$ cat src/sar_adc_defs.svh
// Offsets, field positions, reset values and timing counts of the converter control
`ifndef SAR_ADC_DEFS_SVH
`define SAR_ADC_DEFS_SVH

// Register byte offsets
`define SAR_OFS_RESULT      12'h000
`define SAR_OFS_CONTROL     12'h004
`define SAR_OFS_IRQ_STATUS  12'h008
`define SAR_OFS_IRQ_MASK    12'h00c

// Control register fields
`define SAR_CTL_CHAN_LSB    0
`define SAR_CTL_CHAN_MSB    1
`define SAR_CTL_DONE_BIT    3
`define SAR_CTL_LADDER_BIT  4

// Interrupt status and mask fields
`define SAR_IRQ_DONE_BIT    0

// Reset values
`define SAR_RST_RESULT      8'h00
`define SAR_RST_CHAN        2'h0
`define SAR_RST_DONE        1'b0
`define SAR_RST_LADDER      1'b0
`define SAR_RST_MASK        1'b0

// Timing
`define SAR_CLK_PERIOD_NS   8
`define SAR_CONV_MAX_NS     12500
`define SAR_CONV_MAX_CYC    (`SAR_CONV_MAX_NS / `SAR_CLK_PERIOD_NS)
`define SAR_SETTLE_NS       64
`define SAR_SETTLE_CYC \
    ((`SAR_SETTLE_NS + `SAR_CLK_PERIOD_NS - 1) / `SAR_CLK_PERIOD_NS)

`endif

$ cat src/sar_adc_pkg.sv
// Types shared by the converter control logic
`default_nettype none

package sar_adc_pkg;

    typedef enum logic [3:0] {
        ST_IDLE  = 4'b0001,
        ST_CLEAR = 4'b0010,
        ST_SET   = 4'b0100,
        ST_WAIT  = 4'b1000
    } sar_state_e;

    typedef logic [7:0] code_t;

endpackage

`default_nettype wire

$ cat src/cmp_sync.sv
// Three-stage synchroniser with agreement filter for the comparator decision
`default_nettype none

module cmp_sync (
    // Clock and reset
    input  wire logic pclk,
    input  wire logic presetn,
    // Asynchronous level in, filtered level out
    input  wire logic async_in,
    output var  logic level_r
);

    logic s1_r;
    logic s2_r;
    logic s3_r;

    // First stage feeds only the second
    always_ff @(posedge pclk or negedge presetn) begin
        if (!presetn) begin
            s1_r <= 1'b0;
            s2_r <= 1'b0;
            s3_r <= 1'b0;
        end else begin
            s1_r <= async_in;
            s2_r <= s1_r;
            s3_r <= s2_r;
        end
    end

    // Change taken once the later two stages agree
    always_ff @(posedge pclk or negedge presetn) begin
        if (!presetn) begin
            level_r <= 1'b0;
        end else if (s2_r == s3_r) begin
            level_r <= s3_r;
        end
    end

endmodule

`default_nettype wire

$ cat src/sar_adc_control.sv
// Successive-approximation converter control with APB register access
//
// Overview of operation
// - Result register is read-only to software
// - Control bits 1:0 pick the analog input
// - Unselected analog pins stay general-purpose pins
// - Writing zero to control bit 3 starts
// - Completion flag zero while converting, one after
// - Control bit 4 connects ladder to supply
// - Eight-bit trial code selects ladder reference
// - Start does not clear interrupt request bit
// - Start clears result to zero first
// - Set MSB, drive ladder, sample comparator
// - Keep bit if reference not above input, else clear
// - Conversion done within seventy-three machine cycles
// - Completion sets request, shared bit, flag together
`include "sar_adc_defs.svh"
`default_nettype none

module sar_adc_control
    import sar_adc_pkg::*;
#(
    parameter int ADDR_W     = 12,
    parameter int CHANNELS   = 4,
    parameter int SETTLE_CYC = `SAR_SETTLE_CYC
) (
    // Clock and reset
    input  wire logic                pclk,
    input  wire logic                presetn,
    // APB slave
    input  wire logic                psel,
    input  wire logic                penable,
    input  wire logic                pwrite,
    input  wire logic [ADDR_W-1:0]   paddr,
    input  wire logic [31:0]         pwdata,
    input  wire logic [3:0]          pstrb,
    output var  logic [31:0]         prdata,
    output var  logic                pready,
    output var  logic                pslverr,
    // Analog front end
    output var  logic [7:0]          trial_code,
    output var  logic [1:0]          chan_sel,
    output var  logic                ladder_en,
    output var  logic [CHANNELS-1:0] analog_pin_en,
    input  wire logic                cmp_ref_above,
    // Interrupt
    output var  logic                irq
);

    localparam logic [7:0] CNT_LAST = 8'(SETTLE_CYC - 1);

    sar_state_e  state_r;
    code_t       result_r;
    code_t       bit_r;
    logic [7:0]  cnt_r;
    logic [1:0]  chan_r;
    logic        done_r;
    logic        ladder_r;
    logic        stat_r;
    logic        mask_r;
    logic        irq_r;
    logic [CHANNELS-1:0] pin_en_r;

    logic [31:0] prdata_r;
    logic        pready_r;
    logic        pslverr_r;

    logic        cmp_lvl;
    logic        setup_ph;
    logic        wr_acc;
    logic        hit_res;
    logic        hit_ctl;
    logic        hit_sts;
    logic        hit_msk;
    logic        mapped;
    logic        start;
    logic        decide;
    logic        finish;
    logic        sts_clr;
    logic        msk_wr;
    logic        stat_nxt;
    logic        mask_nxt;

    // Comparator arrives from the analog side, so it is resynchronised
    cmp_sync u_cmp_sync (
        .pclk     (pclk),
        .presetn  (presetn),
        .async_in (cmp_ref_above),
        .level_r  (cmp_lvl)
    );

    // Bus decode
    assign setup_ph = psel && !penable;
    assign wr_acc   = psel && penable && pready_r && pwrite && !pslverr_r;
    assign hit_res  = (paddr == ADDR_W'(`SAR_OFS_RESULT));
    assign hit_ctl  = (paddr == ADDR_W'(`SAR_OFS_CONTROL));
    assign hit_sts  = (paddr == ADDR_W'(`SAR_OFS_IRQ_STATUS));
    assign hit_msk  = (paddr == ADDR_W'(`SAR_OFS_IRQ_MASK));
    assign mapped   = hit_res || hit_ctl || hit_sts || hit_msk;

    // Start only on a control write with the flag bit at zero
    assign start = wr_acc && hit_ctl && pstrb[0]
                   && !pwdata[`SAR_CTL_DONE_BIT];

    // Sequencer step points
    assign decide = (state_r == ST_WAIT) && (cnt_r == CNT_LAST);
    assign finish = decide && bit_r[0];

    // Interrupt next values, so the request rises with the status bit
    assign sts_clr  = wr_acc && hit_sts && pstrb[0] && pwdata[`SAR_IRQ_DONE_BIT];
    assign msk_wr   = wr_acc && hit_msk && pstrb[0];
    assign stat_nxt = finish || (stat_r && !sts_clr);
    assign mask_nxt = msk_wr ? pwdata[`SAR_IRQ_DONE_BIT] : mask_r;

    // No wait state: pready rises in the first access cycle
    always_ff @(posedge pclk or negedge presetn) begin
        if (!presetn) begin
            pready_r <= 1'b0;
        end else begin
            pready_r <= setup_ph;
        end
    end

    // Unmapped addresses answer with an error
    always_ff @(posedge pclk or negedge presetn) begin
        if (!presetn) begin
            pslverr_r <= 1'b0;
        end else if (setup_ph) begin
            pslverr_r <= !mapped;
        end else begin
            pslverr_r <= 1'b0;
        end
    end

    // Read data captured in setup; result read mid-conversion is partial
    always_ff @(posedge pclk or negedge presetn) begin
        if (!presetn) begin
            prdata_r <= 32'h0000_0000;
        end else if (setup_ph && !pwrite) begin
            prdata_r <= 32'h0000_0000;
            if (hit_res) begin
                prdata_r[7:0] <= result_r;
            end
            if (hit_ctl) begin
                prdata_r[`SAR_CTL_CHAN_MSB:`SAR_CTL_CHAN_LSB] <= chan_r;
                prdata_r[`SAR_CTL_DONE_BIT]   <= done_r;
                prdata_r[`SAR_CTL_LADDER_BIT] <= ladder_r;
            end
            if (hit_sts) begin
                prdata_r[`SAR_IRQ_DONE_BIT] <= stat_r;
            end
            if (hit_msk) begin
                prdata_r[`SAR_IRQ_DONE_BIT] <= mask_r;
            end
        end
    end

    // Channel and ladder controls; result register has no write path
    always_ff @(posedge pclk or negedge presetn) begin
        if (!presetn) begin
            chan_r   <= `SAR_RST_CHAN;
            ladder_r <= `SAR_RST_LADDER;
        end else if (wr_acc && hit_ctl && pstrb[0]) begin
            chan_r   <= pwdata[`SAR_CTL_CHAN_MSB:`SAR_CTL_CHAN_LSB];
            ladder_r <= pwdata[`SAR_CTL_LADDER_BIT];
        end
    end

    // Selected pin switched to the comparator, the rest left to ports
    for (genvar ch = 0; ch < CHANNELS; ch++) begin : g_pin
        always_ff @(posedge pclk or negedge presetn) begin
            if (!presetn) begin
                pin_en_r[ch] <= 1'b0;
            end else begin
                pin_en_r[ch] <= (chan_r == 2'(ch));
            end
        end
    end

    // Completion flag: clear on start, set at the final decision
    always_ff @(posedge pclk or negedge presetn) begin
        if (!presetn) begin
            done_r <= `SAR_RST_DONE;
        end else if (start) begin
            done_r <= 1'b0;
        end else if (finish) begin
            done_r <= 1'b1;
        end
    end

    // Sequencer
    always_ff @(posedge pclk or negedge presetn) begin
        if (!presetn) begin
            state_r <= ST_IDLE;
        end else if (start) begin
            state_r <= ST_CLEAR; // A new start restarts any conversion
        end else begin
            case (state_r)
                ST_IDLE: begin
                    state_r <= ST_IDLE;
                end
                ST_CLEAR: begin
                    state_r <= ST_SET;
                end
                ST_SET: begin
                    state_r <= ST_WAIT;
                end
                ST_WAIT: begin
                    if (finish) begin
                        state_r <= ST_IDLE;
                    end else if (decide) begin
                        state_r <= ST_SET;
                    end
                end
                default: begin
                    state_r <= ST_IDLE;
                end
            endcase
        end
    end

    // Bit under trial walks from MSB down
    always_ff @(posedge pclk or negedge presetn) begin
        if (!presetn) begin
            bit_r <= 8'h80;
        end else if (state_r == ST_CLEAR) begin
            bit_r <= 8'h80;
        end else if (decide && !bit_r[0]) begin
            bit_r <= bit_r >> 1;
        end
    end

    // Settle counter covers ladder settling and synchroniser latency
    always_ff @(posedge pclk or negedge presetn) begin
        if (!presetn) begin
            cnt_r <= 8'h00;
        end else if (state_r == ST_WAIT) begin
            cnt_r <= cnt_r + 8'h01;
        end else begin
            cnt_r <= 8'h00;
        end
    end

    // Result doubles as the trial code driven to the ladder
    always_ff @(posedge pclk or negedge presetn) begin
        if (!presetn) begin
            result_r <= `SAR_RST_RESULT;
        end else if (state_r == ST_CLEAR) begin
            result_r <= 8'h00;
        end else if (state_r == ST_SET) begin
            result_r <= result_r | bit_r;
        end else if (decide && cmp_lvl) begin
            result_r <= result_r & ~bit_r;
        end
    end

    // Sticky request; a completion beats a same-cycle clear.
    // Start leaves it alone, software must clear it itself.
    always_ff @(posedge pclk or negedge presetn) begin
        if (!presetn) begin
            stat_r <= 1'b0;
        end else if (finish) begin
            stat_r <= 1'b1;
        end else if (sts_clr) begin
            stat_r <= 1'b0;
        end
    end

    always_ff @(posedge pclk or negedge presetn) begin
        if (!presetn) begin
            mask_r <= `SAR_RST_MASK;
        end else if (msk_wr) begin
            mask_r <= pwdata[`SAR_IRQ_DONE_BIT];
        end
    end

    // Fed from next values: registered, yet no lag behind status
    always_ff @(posedge pclk or negedge presetn) begin
        if (!presetn) begin
            irq_r <= 1'b0;
        end else begin
            irq_r <= stat_nxt && mask_nxt;
        end
    end

    // Outputs
    assign prdata        = prdata_r;
    assign pready        = pready_r;
    assign pslverr       = pslverr_r;
    assign trial_code    = result_r;
    assign chan_sel      = chan_r;
    assign ladder_en     = ladder_r;
    assign analog_pin_en = pin_en_r;
    assign irq           = irq_r;

endmodule

`default_nettype wire

$ cat config.mk
export PLATFORM = sky130hd
export DESIGN_NAME = sar_adc_control
export DESIGN_NICKNAME = d
export VERILOG_FILES = /design/src/sar_adc_pkg.sv /design/src/cmp_sync.sv /design/src/sar_adc_control.sv
export VERILOG_INCLUDE_DIRS = /design/src
export SDC_FILE = /design/constraint.sdc
export NUM_CORES = 1
export LEC_CHECK = 0
export BUFFER_PORTS_ARGS = -buffer_cell sky130_fd_sc_hd__buf_2
export CAP_MARGIN = 20
export CELL_PAD_IN_SITES_DETAIL_PLACEMENT = 1
export CELL_PAD_IN_SITES_GLOBAL_PLACEMENT = 2
export CORE_UTILIZATION = 23
export CTS_CLUSTER_SIZE = 10
export DETAILED_ROUTE_END_ITERATION = 8
export PLACE_DENSITY_LB_ADDON = 0.1
export SLEW_MARGIN = 20
export SYNTH_ARGS = -nofsm -noshare
export SYNTH_HDL_FRONTEND = slang
export SYNTH_SLANG_ARGS = --single-unit
$ cat constraint.sdc
create_clock -name pclk -period 2.89 [get_ports pclk]
set_clock_uncertainty 0.15 [all_clocks]
set_input_delay 0.289 -clock pclk [delete_from_list [all_inputs] [get_ports pclk]]
set_output_delay 0.289 -clock pclk [all_outputs]
set_load 0.01 [all_outputs]
# After elaboration in Yosys (flattened, before gate mapping)
# Cells that the tools add are included.
# Widths: inputs -> output; s select.
[word_totals] reg_bits=53 input_bits=54
[classes] addsub=1 n_eq_ne=12 muxes=21 bitwise=3 reduce_logical=37
[op_table] operator="$mux 8" count=7
[op_table] operator="$eq 12x4->1 const B" count=2
[op_table] operator="$logic_and 1x1->1" count=20
[op_table] operator="$eq 12x3->1 const B" count=1
[op_table] operator="$logic_not 12->1" count=1
[op_table] operator="$mux 4" count=3
[op_table] operator="$pmux 4 s3" count=1
[op_table] operator="$add 8x1->8 const B" count=1
[op_table] operator="$and 8x8->8" count=1
[op_table] operator="$eq 8x3->1 const B" count=1
[op_table] operator="$mux 1" count=8
[op_table] operator="$not 8->8" count=1
[op_table] operator="$or 8x8->8" count=1
[op_table] operator="$logic_not 1->1" count=7
[op_table] operator="$reduce_bool 2->1" count=3
[op_table] operator="$eq 2x2->1 const B" count=2
[op_table] operator="$eq 4x2->1 const B" count=1
[op_table] operator="$eq 4x3->1 const B" count=1
[op_table] operator="$eq 4x4->1 const B" count=1
[op_table] operator="$logic_or 1x1->1" count=4
[op_table] operator="$mux 2" count=2
[op_table] operator="$ne 4x4->1 const B" count=1
[op_table] operator="$reduce_bool 3->1" count=1
[op_table] operator="$eq 2x1->1 const B" count=1
[op_table] operator="2 further kinds" count=2

# Depth between registers and ports, before layout
# Gate-level depths: netlist of the first run.
[depth] depth_word=11 ltp_mapped=7

# Hierarchy
# Synthesis of the first run repeated with hierarchy kept, for this count alone.
[hier_totals] hier_cells=214 hier_area_um2=2382.3
[modules_own_cells] module="sar_adc_control" instances=1 cells_each=209 area_each_um2=2270.9 seq_area_each_um2=1228.7
[modules_own_cells] module="cmp_sync" instances=1 cells_each=5 area_each_um2=111.4 seq_area_each_um2=100.1

# Worst setup path after synthesis of the first run
# OpenSTA, ideal clock, no wires.
[synth_timing] kind="reg-to-reg" startpoint="register state_r[1]" endpoint="register bit_r[1]" setup_time_ns=0.132 t_arrival_ns=1.778 setup_slack_ns=0.830 stages_incl_launch_ff=7 period_less_slack_ns=2.060 path_cell_list="dfrtp_1 -> or4b_4 -> nor4_4 -> and2b_1 -> buf_6 -> mux2i_1 -> nor2_1"
[synth_between] elab_chain_cells=4 word_cells_on_any_way=6
[synth_lines] element="start, declared" line="sar_adc_control.sv:52" source="sar_state_e state_r;"
[synth_lines] element="start signal, assigned" line="sar_adc_control.sv:194" source="state_r <= ST_IDLE;"
[synth_lines] element="start signal, assigned" line="sar_adc_control.sv:196" source="state_r <= ST_CLEAR;"
[synth_lines] element="start signal, assigned" line="sar_adc_control.sv:200" source="state_r <= ST_IDLE;"
[synth_lines] element="$eq 4x4->1" line="sar_adc_control.sv:106" source="assign decide = (state_r == ST_WAIT) && (cnt_r == CNT_LAST);"
[synth_lines] element="$logic_and 1x1->1" line="sar_adc_control.sv:106"
[synth_lines] element="$logic_and 1x1->1" line="sar_adc_control.sv:228" source="end else if (decide && !bit_r[0]) begin"
[synth_lines] element="$reduce_bool 2->1 (no source line)"
[synth_lines] element="end signal, assigned" line="sar_adc_control.sv:229" source="bit_r <= bit_r >> 1;"
[synth_lines] element="end, declared" line="sar_adc_control.sv:54" source="code_t bit_r;"
# Parallel ways exist; a longest one is shown, timed or not.
# A chain may end at the register's enable or synchronous reset.

# Final worst setup path of the first run
[layout_timing] startpoint="register state_r[1]" endpoint="register bit_r[3]"
# The elaborated chain is that of the path after synthesis.

==> results of run 1 <==
-- power by group through the flow --
stage | clock network (uW) | logic [uW] | registers (uW)
2_1_floorplan | 0 | 49.0 | 763
3_3_place_gp | 0 | 62.1 | 763
3_5_place_dp | 0 | 62.4 | 763
4_1_cts | 622 | 64.5 | 749
5_1_grt | 642 | 71.3 | 750
6_report | 591 | 63.2 | 749
-- path summary, 6_finish.rpt --
path | endpoint | cells past startpoint | start | slack, ps
worst max-delay path | bit_r[3]$_DFFE_PN0P_ | 5 | state_r[1]$_DFFE_PN0P_ | 550
worst min-delay path | pready$_DFF_PN0_ | 2 | penable | 30
worst max register to register | bit_r[3]$_DFFE_PN0P_ | 5 | state_r[1]$_DFFE_PN0P_ | 550
worst min register to register | u_cmp_sync.s2_r$_DFF_PN0_ | 0 | u_cmp_sync.s1_r$_DFF_PN0_ | 220
max in group asynchronous | cnt_r[7]$_DFF_PN0_ | 3 | presetn | 1610
min in group asynchronous | bit_r[6]$_DFFE_PN0P_ | 3 | presetn | 490
-- kinds of logic after synthesis --
logic type,count (synthesis),share of synthesized area [%]
xor+xnor,6,2.18
other cells,1,0.156
simple gates,63,16.6
compound gates,32,8.78
buf+inv,35,9.66
fa+ha+maj,2,0.935
flops,53,55.2
mux,14,6.55
-- flip-flops by register name, indices dropped and copies added, names as in the netlist --
signal,count
analog_pin_en,4
bit_r,8
chan_sel,2
cnt_r,8
done_r,1
irq,1
ladder_en,1
mask_r,1
prdata,8
pready,1
pslverr,1
stat_r,1
state_r,4
trial_code,8
u_cmp_sync.level_r,1
u_cmp_sync.s1_r,1
u_cmp_sync.s2_r,1
u_cmp_sync.s3_r,1
-- routing by layer --
layer,up-vias,track usage (%)
met5,-,0
met2,38,16.9
met3,4,2.44
li1,771,-
met4,0,2.76
met1,811,13.9
-- Yosys cell counts (all sizes together) (2+ instances only) --
cell type  count
a211oi         6
a21oi         11
a22o           4
a311oi         2
and2           2
and2b          3
and3           3
buf           28
clkbuf         2
dfrtp         51
dfstp          2
inv            5
mux2           4
mux2i          9
nand2          9
nand3          4
nor2          23
nor2b          3
nor4           2
nor4b          2
o21ai          5
or4            3
or4b           2
xnor2          2
xor2           4
-- final cells by class --
type,count,area [um2],share of cell area [%]
Inverter,5,18.8,0.654
Clock inverter,3,65.1,2.27
Sequential cell,53,1330,46.3
Tap cell,133,166,5.80
Timing Repair Buffer,54,290,10.1
Clock buffer,5,68.8,2.40
Multi-Input combinational cell,141,933,32.5
-- cell usage in the layout (no fill, tap or decap), drive strengths merged, types with 5 or more instances in the layout --
cell type	netlist	layout
o21ai	5	5
a21oi	11	11
inv	5	5
buf	28	52
mux2i	9	9
a211oi	6	6
conb	1	24
clkbuf	2	5
nand2	9	9
nor2	23	23
dfrtp	51	51
-- critical path, cell delays in order, from the launching register on --
cell and delay (ps):
dfrtp_1 420, or4b_4 660, nor4_4 300, and2b_1 390, mux2i_1 240, nor2_1 60
-- stage by stage --
| step | instances | area, um2 | utilization (%) |
|---|---|---|---|
| finish | 394 | 2870 | 28.8 |
| global route | 394 | 2870 | 28.8 |
| CTS | 394 | 2870 | 28.8 |
| detailed placement | 384 | 2720 | 27.3 |
| global placement | 384 | 2720 | 27.3 |
| floorplan | 229 | 2490 | - |
==> metrics.md, run 1 <==
| Metric | Value |
|---|---|
| Period utilisation layout | `81.0%` |
| Synth Instances | `206` |
| Post-synthesis sequential area ratio | `55.2%` |
| Initial DRC Count | `59` |
| Final WS setup | `550 ps` |
| Chip width | `104 um` |
| Hold Buf Count CTS | `2` |
| CP Class | `reg -> reg` |
| Layout fillers | `1,123` |
| Max FO, Critical Path | `12` |
| Residual DRC | `0` |
| Status | `completed` |
| All-layer global routing usage | `10.4%` |
| PortBufs | `48` |
| Flop pwr share | `53.4%` |
| Hold_ws | `31.2 ps` |
| # diodes | `0` |
| Worst hold-check path type | `in -> reg` |
| Ys flop type | `dfrtp_1` |
| Total power | `1400 uW` |
| First-pass GRT wire length | `9080 um` |
| CTS clock-pin slew for the worst setup and hold paths | `100 ps` |
| Cts repair resizes | `0` |
| Total clock sinks | `53` |
| Clock buffer depth | `2` |
| Final Max Tran Viols | `0` |
| Total CTS buffers | `5` |
| Vias in the first global route | `1,752` |
| Met3 wire len | `227 um` |
| Unrepaired setup endpoints after global routing | `no` |
| Final Hold Viols | `0` |
| Worst-Margin Slew | `712 ps` |
| Nets@finish | `315` |
| Max H-tree Level | `2` |
| I/O pin count | `104` |
| Combinational power share | `4.5%` |
| Initial Utilization | `24.2%` |
| Post-synth ARST share | `100%` |
| M1 WL | `2640 um` |
| Die H | `104 um` |
| Peak supply drop | `0.180 mV` |
| Antenna-violating nets left | `0` |
| Dpl ws | `534 ps` |
| Top post-synthesis cells by area | `dfrtp_1, buf_4, mux2i_1` |
| Die area | `0.0109 mm2` |
| Placer Congestion | `0.669` |
| Top sig layer | `met4` |
| Post-synth top area cell | `dfrtp_1` |
| Worst slew margin relative to its limit | `52.5%` |
| WL met2 | `2500 um` |
| CP Launch Type | `flip-flop` |
| Synthesized cell area | `0.00241 mm2` |
| Synth top area share | `53.0%` |
| Initial antenna violation count | `0` |
| P_sw | `293 uW` |
| Leak Pwr | `0.00140 uW` |
| Largest net degree at the start of global routing | `54` |
| Syn. warnings | `0` |
| FP Rows | `36` |
| PwrDens | `489 mW/mm2` |
| Post-detail-place hpwl | `3770 um` |
| Internal power | `1110 uW` |
| Setup violators final | `0` |
| Post-synth EDFFs | `0` |
| CP required | `2940 ps` |
| Register bit total from synthesis | `53` |
| Vias | `1,624` |
| Crit path DAT | `2390 ps` |
| Core region area | `0.00995 mm2` |
| Vias/cell | `4.12` |
| Postcts setup bufs | `0` |
| Congestion Overflow GR | `0` |
| Post-layout min period | `2340 ps` |
| Count of different cell masters after synthesis | `46` |
| Area Overhead vs Synth | `19.2%` |
| Routed WL per cell | `13.7 um` |
| CP endpoint kind | `flip-flop` |
| Root buffer cell | `clkbuf_8` |
| Switching Share | `20.9%` |
| Final TNS setup | `0 ps` |
| Avg Cell Area, Syn | `11.7 um2` |
| Max frequency | `427 MHz` |
| Clock power share | `42.1%` |
| Routed Wire Length | `5410 um` |
| DRT Pass-1 Iters | `3` |
| CTS tree | `done` |
| Clk_lat worst skew | `300 ps` |
| Layout cell share with drive strength beyond 1 | `29.9%` |
| Max-Cap Viols | `0` |
Note: power is estimated with default switching activity, not from simulation.
==> run 2, diff against run 1 <==
- clock period: 2.89 -> 2.3 ns (I/O delays scaled with it)
==> metrics.md, run 2 (synthesis results as in run 1) <==
| Metric | Value |
|---|---|
| Largest net degree at the start of global routing | `42` |
| Vias | `1,675` |
| R2R Path Start | `cnt_r[5]$_DFF_PN0_` |
| Max frequency | `467 MHz` |
| Critical Path Source | `cnt_r[5]$_DFF_PN0_` |
| P_sw | `358 uW` |
| Clock power share | `37.5%` |
| Switching Share | `21.8%` |
| Most frequent cells in the layout | `dfrtp_1, buf_2, conb_1` |
| Status | `completed` |
| Layout fillers | `1,144` |
| All-layer global routing usage | `10.6%` |
| Area Overhead vs Synth | `21.9%` |
| Final Max Tran Viols | `0` |
| Total CTS buffers | `5` |
| Final WS setup | `156 ps` |
| Max FO, Critical Path | `3` |
| Peak supply drop | `0.233 mV` |
| Internal power | `1290 uW` |
| PortBufs | `48` |
| I/O pin count | `104` |
| Multi-input logic area | `947 um2` |
| Chip width | `104 um` |
| Postcts setup bufs | `0` |
| Nets@finish | `323` |
| Vias in the first global route | `1,727` |
| Layout cell share with drive strength beyond 1 | `32.1%` |
| Post-detail-place hpwl | `3950 um` |
| Vias/cell | `4.18` |
| Post-route cell area | `0.00294 mm2` |
| Crit-path slowest cell | `or4_4` |
| DRT Pass-1 Iters | `4` |
| Clk_lat worst skew | `300 ps` |
| Total clock sinks | `53` |
| CP Buf/Inv Count | `1` |
| Met2 Use GR | `16.6%` |
| Most common cell after layout, fill and taps aside | `dfrtp_1` |
| CP Cell Sequence | `or4_4 > nor4_4 > buf_4 > nand2_1 > a31oi_1 > o221a_2` |
| Congestion Overflow GR | `0` |
| Hold_ws | `61.6 ps` |
| Root buffer cell | `clkbuf_8` |
| Die H | `104 um` |
| Crit path DAT | `2240 ps` |
| Dpl ws | `-4.59 ps` |
| Initial antenna violation count | `0` |
| Register Area | `0.00133 mm2` |
| Crit path largest cell delay | `560 ps` |
| Clock buffer depth | `2` |
| CTS clock-pin slew for the worst setup and hold paths | `90 ps` |
| Period utilisation layout | `93.2%` |
| Core region area | `0.00995 mm2` |
| Placer Congestion | `0.646` |
| Setup violators final | `0` |
| CP required | `2390 ps` |
| Flop pwr share | `57.2%` |
| Final TNS setup | `0 ps` |
| Die area | `0.0109 mm2` |
| Post-layout min period | `2140 ps` |
| First-pass GRT wire length | `9060 um` |
| Met1 global-route usage | `14.4%` |
| Residual DRC | `0` |
| Gr busiest metal | `met2` |
| CP Class | `reg -> reg` |
| Routed Wire Length | `5460 um` |
| PwrDens | `560 mW/mm2` |
| CP Launch Type | `flip-flop` |
| Final Hold Viols | `0` |
| CP endpoint kind | `flip-flop` |
| Max H-tree Level | `2` |
| Routed WL per cell | `13.6 um` |
| Worst path top cell family by delay | `simple AND/OR/NAND/NOR gates` |
| Worst hold-check path type | `in -> reg` |
| DP Area | `0.00277 mm2` |
| CTS tree | `done` |
| Combinational power share | `5.3%` |
| Max-Cap Viols | `0` |
| # diodes | `0` |
| Min-delay src | `psel` |
| Initial Utilization | `24.2%` |
| Antenna-violating nets left | `0` |
| FP Rows | `36` |
| Leak Pwr | `0.00143 uW` |
| Initial DRC Count | `46` |
| Global-route met3 utilization | `2.51%` |
-- run 2: repair_timing --
action / CTS / global route
setup endpoints to repair: 4 / 14
resized for setup: 1 / 4
pin swaps: 0 / 2
endpoints found under the hold margin: 16 / 0
hold buffers: 5 / 0
-- run 2: routing by layer --
layer	part of all wire, %	vias up
li1	-	790
met1	48	844
met2	48	37
met3	3.6	4
met4	0.92	0
met5	0	-
-- run 2: metrics by stage --
stage	total power, uW	cells	utilization (%)
5_1_grt	1730	401	29.5
3_3_place_gp	1040	389	27.8
3_5_place_dp	1040	389	27.8
2_1_floorplan	1020	229	-
6_report	1640	401	29.5
4_1_cts	1690	401	29.4
-- run 2: final cells by class --
class | instances | share of cell area [%]
multi-input combinational | 141 | 32.3
tap | 133 | 5.67
clock inverter | 2 | 1.19
inverter | 5 | 0.639
clock buffer | 5 | 2.34
timing repair buffer | 62 | 12.6
sequential | 53 | 45.3
-- run 2: worst paths after layout --
kind | depth (start not counted) | slack [ps] | end
setup / recovery | 6 | 160 | irq$_DFF_PN0_
hold / removal | 2 | 60 | pready$_DFF_PN0_
setup reg to reg | 6 | 160 | irq$_DFF_PN0_
hold reg to reg | 0 | 210 | u_cmp_sync.s2_r$_DFF_PN0_
max in group asynchronous | 3 | 1210 | state_r[0]$_DFFE_PN1P_
min in group asynchronous | 2 | 200 | trial_code[7]$_DFFE_PN0P_
-- run 2: power by group through the flow --
| stage | combinational, uW | sequential [uW] | clock (uW) |
|---|---|---|---|
| detailed placement | 82.1 | 959 | 0 |
| floorplan | 61.6 | 959 | 0 |
| global route | 98.2 | 941 | 689 |
| CTS | 89.1 | 941 | 661 |
| global placement | 81.6 | 959 | 0 |
| finish | 86.4 | 940 | 617 |
==> run 3, diff against run 2 <==
- CORE_UTILIZATION: 23 -> 29
==> metrics.md, run 3 (synthesis results as in run 1) <==
| Metric | Value |
|---|---|
| Status | `completed` |
| Routed WL per cell | `14.0 um` |
| Peak supply drop | `0.230 mV` |
| Initial antenna violation count | `0` |
| Levels on crit path | `6` |
| Initial DRC Count | `45` |
| Max H-tree Level | `2` |
| Leak Pwr | `0.00142 uW` |
| Period utilisation layout | `95.0%` |
| Post-route cell area | `0.00289 mm2` |
| Layout fillers | `874` |
| Hold Path Depth | `2` |
| Initial Utilization | `30.5%` |
| Worst hold-check path type | `in -> reg` |
| Chip width | `93.1 um` |
| Hold_ws | `64.6 ps` |
| Die H | `93.1 um` |
| Vias/cell | `4.48` |
| Nets@finish | `320` |
| Total clock sinks | `53` |
| Vias | `1,648` |
| Die area | `0.00867 mm2` |
| FP Rows | `32` |
| Placer Congestion | `0.669` |
| Core region area | `0.00789 mm2` |
| I/O pin count | `104` |
| First-pass GRT wire length | `8560 um` |
| CP Class | `reg -> reg` |
| Root buffer cell | `clkbuf_8` |
| Worst path top cell family by delay | `simple AND/OR/NAND/NOR gates` |
| Worst slew margin relative to its limit | `58.7%` |
| Unrepaired setup endpoints after global routing | `no` |
| Final TNS setup | `0 ps` |
| CP endpoint kind | `flip-flop` |
| Residual DRC | `0` |
| Fin util | `36.6%` |
| CTS tree | `done` |
| Clock buffer depth | `2` |
| Final Max Tran Viols | `0` |
| Crit path DAT | `2240 ps` |
| All-layer global routing usage | `12.7%` |
| PortBufs | `48` |
| Final WS setup | `114 ps` |
| Reg2Reg Depth | `6` |
| CP Buf/Inv Count | `1` |
| CP required | `2350 ps` |
| CP Launch Type | `flip-flop` |
| Post-layout min period | `2190 ps` |
| Routed Wire Length | `5150 um` |
| Post-detail-place hpwl | `3770 um` |
| Most common cell after layout, fill and taps aside | `dfrtp_1` |
| Total CTS buffers | `5` |
| DRT Pass-1 Iters | `4` |
| Final Hold Viols | `0` |
| Reg2reg setup slack | `110 ps` |
| Max FO, Critical Path | `7` |
| Max frequency | `457 MHz` |
| Setup violators final | `0` |
| Crit-path slowest cell | `or4_4` |
| Congestion Overflow GR | `0` |
| Max-Cap Viols | `0` |
| PwrDens | `581 mW/mm2` |
| Worst-Margin Slew | `619 ps` |
| Clk_lat worst skew | `310 ps` |
| CP Cell Sequence | `or4_4 > nor4_4 > and2b_1 > buf_12 > mux2i_1 > nor2_1` |
| Largest net degree at the start of global routing | `30` |
| Antenna-violating nets left | `0` |
| # diodes | `0` |
| Dpl ws | `85.7 ps` |
| Crit path largest cell delay | `540 ps` |
| Most frequent cells in the layout | `dfrtp_1, buf_2, conb_1` |
| Area Overhead vs Synth | `19.9%` |
| DP Area | `0.00271 mm2` |
| Layout cell share with drive strength beyond 1 | `30.5%` |
| Vias in the first global route | `1,642` |
| CTS clock-pin slew for the worst setup and hold paths | `100 ps` |
[run 3: cell count changes in the layout (fill, tap and decap cells not counted)]
cell | before | now
and2_1 | 1 | 2
a2bb2oi_2 | 1 | 0
and2b_4 | 1 | 0
buf_12 | 1 | 2
and2b_1 | 2 | 3
clkinv_4 | 0 | 1
buf_4 | 8 | 4
a2bb2oi_1 | 0 | 1
clkinvlp_4 | 0 | 1
and2_2 | 1 | 0
clkinv_2 | 1 | 0
[run 3: path summary, 6_finish.rpt]
check / startpoint / end
max: cnt_r[4]$_DFF_PN0_ / bit_r[1]$_DFFE_PN0P_
min: psel / pready$_DFF_PN0_
max reg2reg: cnt_r[4]$_DFF_PN0_ / bit_r[1]$_DFFE_PN0P_
min reg2reg: u_cmp_sync.s1_r$_DFF_PN0_ / u_cmp_sync.s2_r$_DFF_PN0_
max in group asynchronous: presetn / done_r$_DFFE_PN0P_
min in group asynchronous: presetn / trial_code[7]$_DFFE_PN0P_
[run 3: routing by layer]
layer / part of all wire (%) / track usage [%] / vias up
met5: 0 / 0 / -
met4: 1.2 / 4.23 / 0
met3: 3.5 / 2.85 / 7
met2: 47 / 19.3 / 35
met1: 48 / 17.9 / 817
li1: - / - / 789
[run 3: area by class of cell]
| class | instances | area, um2 | area share [%] |
|---|---|---|---|
| sequential | 53 | 1330 | 46.0 |
| clock buffer | 5 | 68.8 | 2.38 |
| clock inverter | 3 | 46.3 | 1.60 |
| tap | 102 | 128 | 4.42 |
| inverter | 5 | 18.8 | 0.650 |
| timing repair buffer | 59 | 360 | 12.5 |
| multi-input combinational | 141 | 937 | 32.5 |
[run 3: per-stage QoR]
| stage | cells | total power (uW) |
|---|---|---|
| CTS | 367 | 1710 |
| global route | 368 | 1750 |
| detailed placement | 354 | 1040 |
| floorplan | 229 | 1020 |
| global placement | 354 | 1040 |
| finish | 368 | 1680 |
[run 3: power by group]
part           switching (uW)  internal [uW]
registers                3.00            938
clock network             325            326
logic                    55.1           30.5
total                     383           1290
[run 3: repair_timing]
action,in CTS,in global routing
hold buffers,5,0
gates resized for setup,0,1
endpoints found under the setup margin,0,6
endpoints found under the hold margin,26,0
buffers inserted,0,1
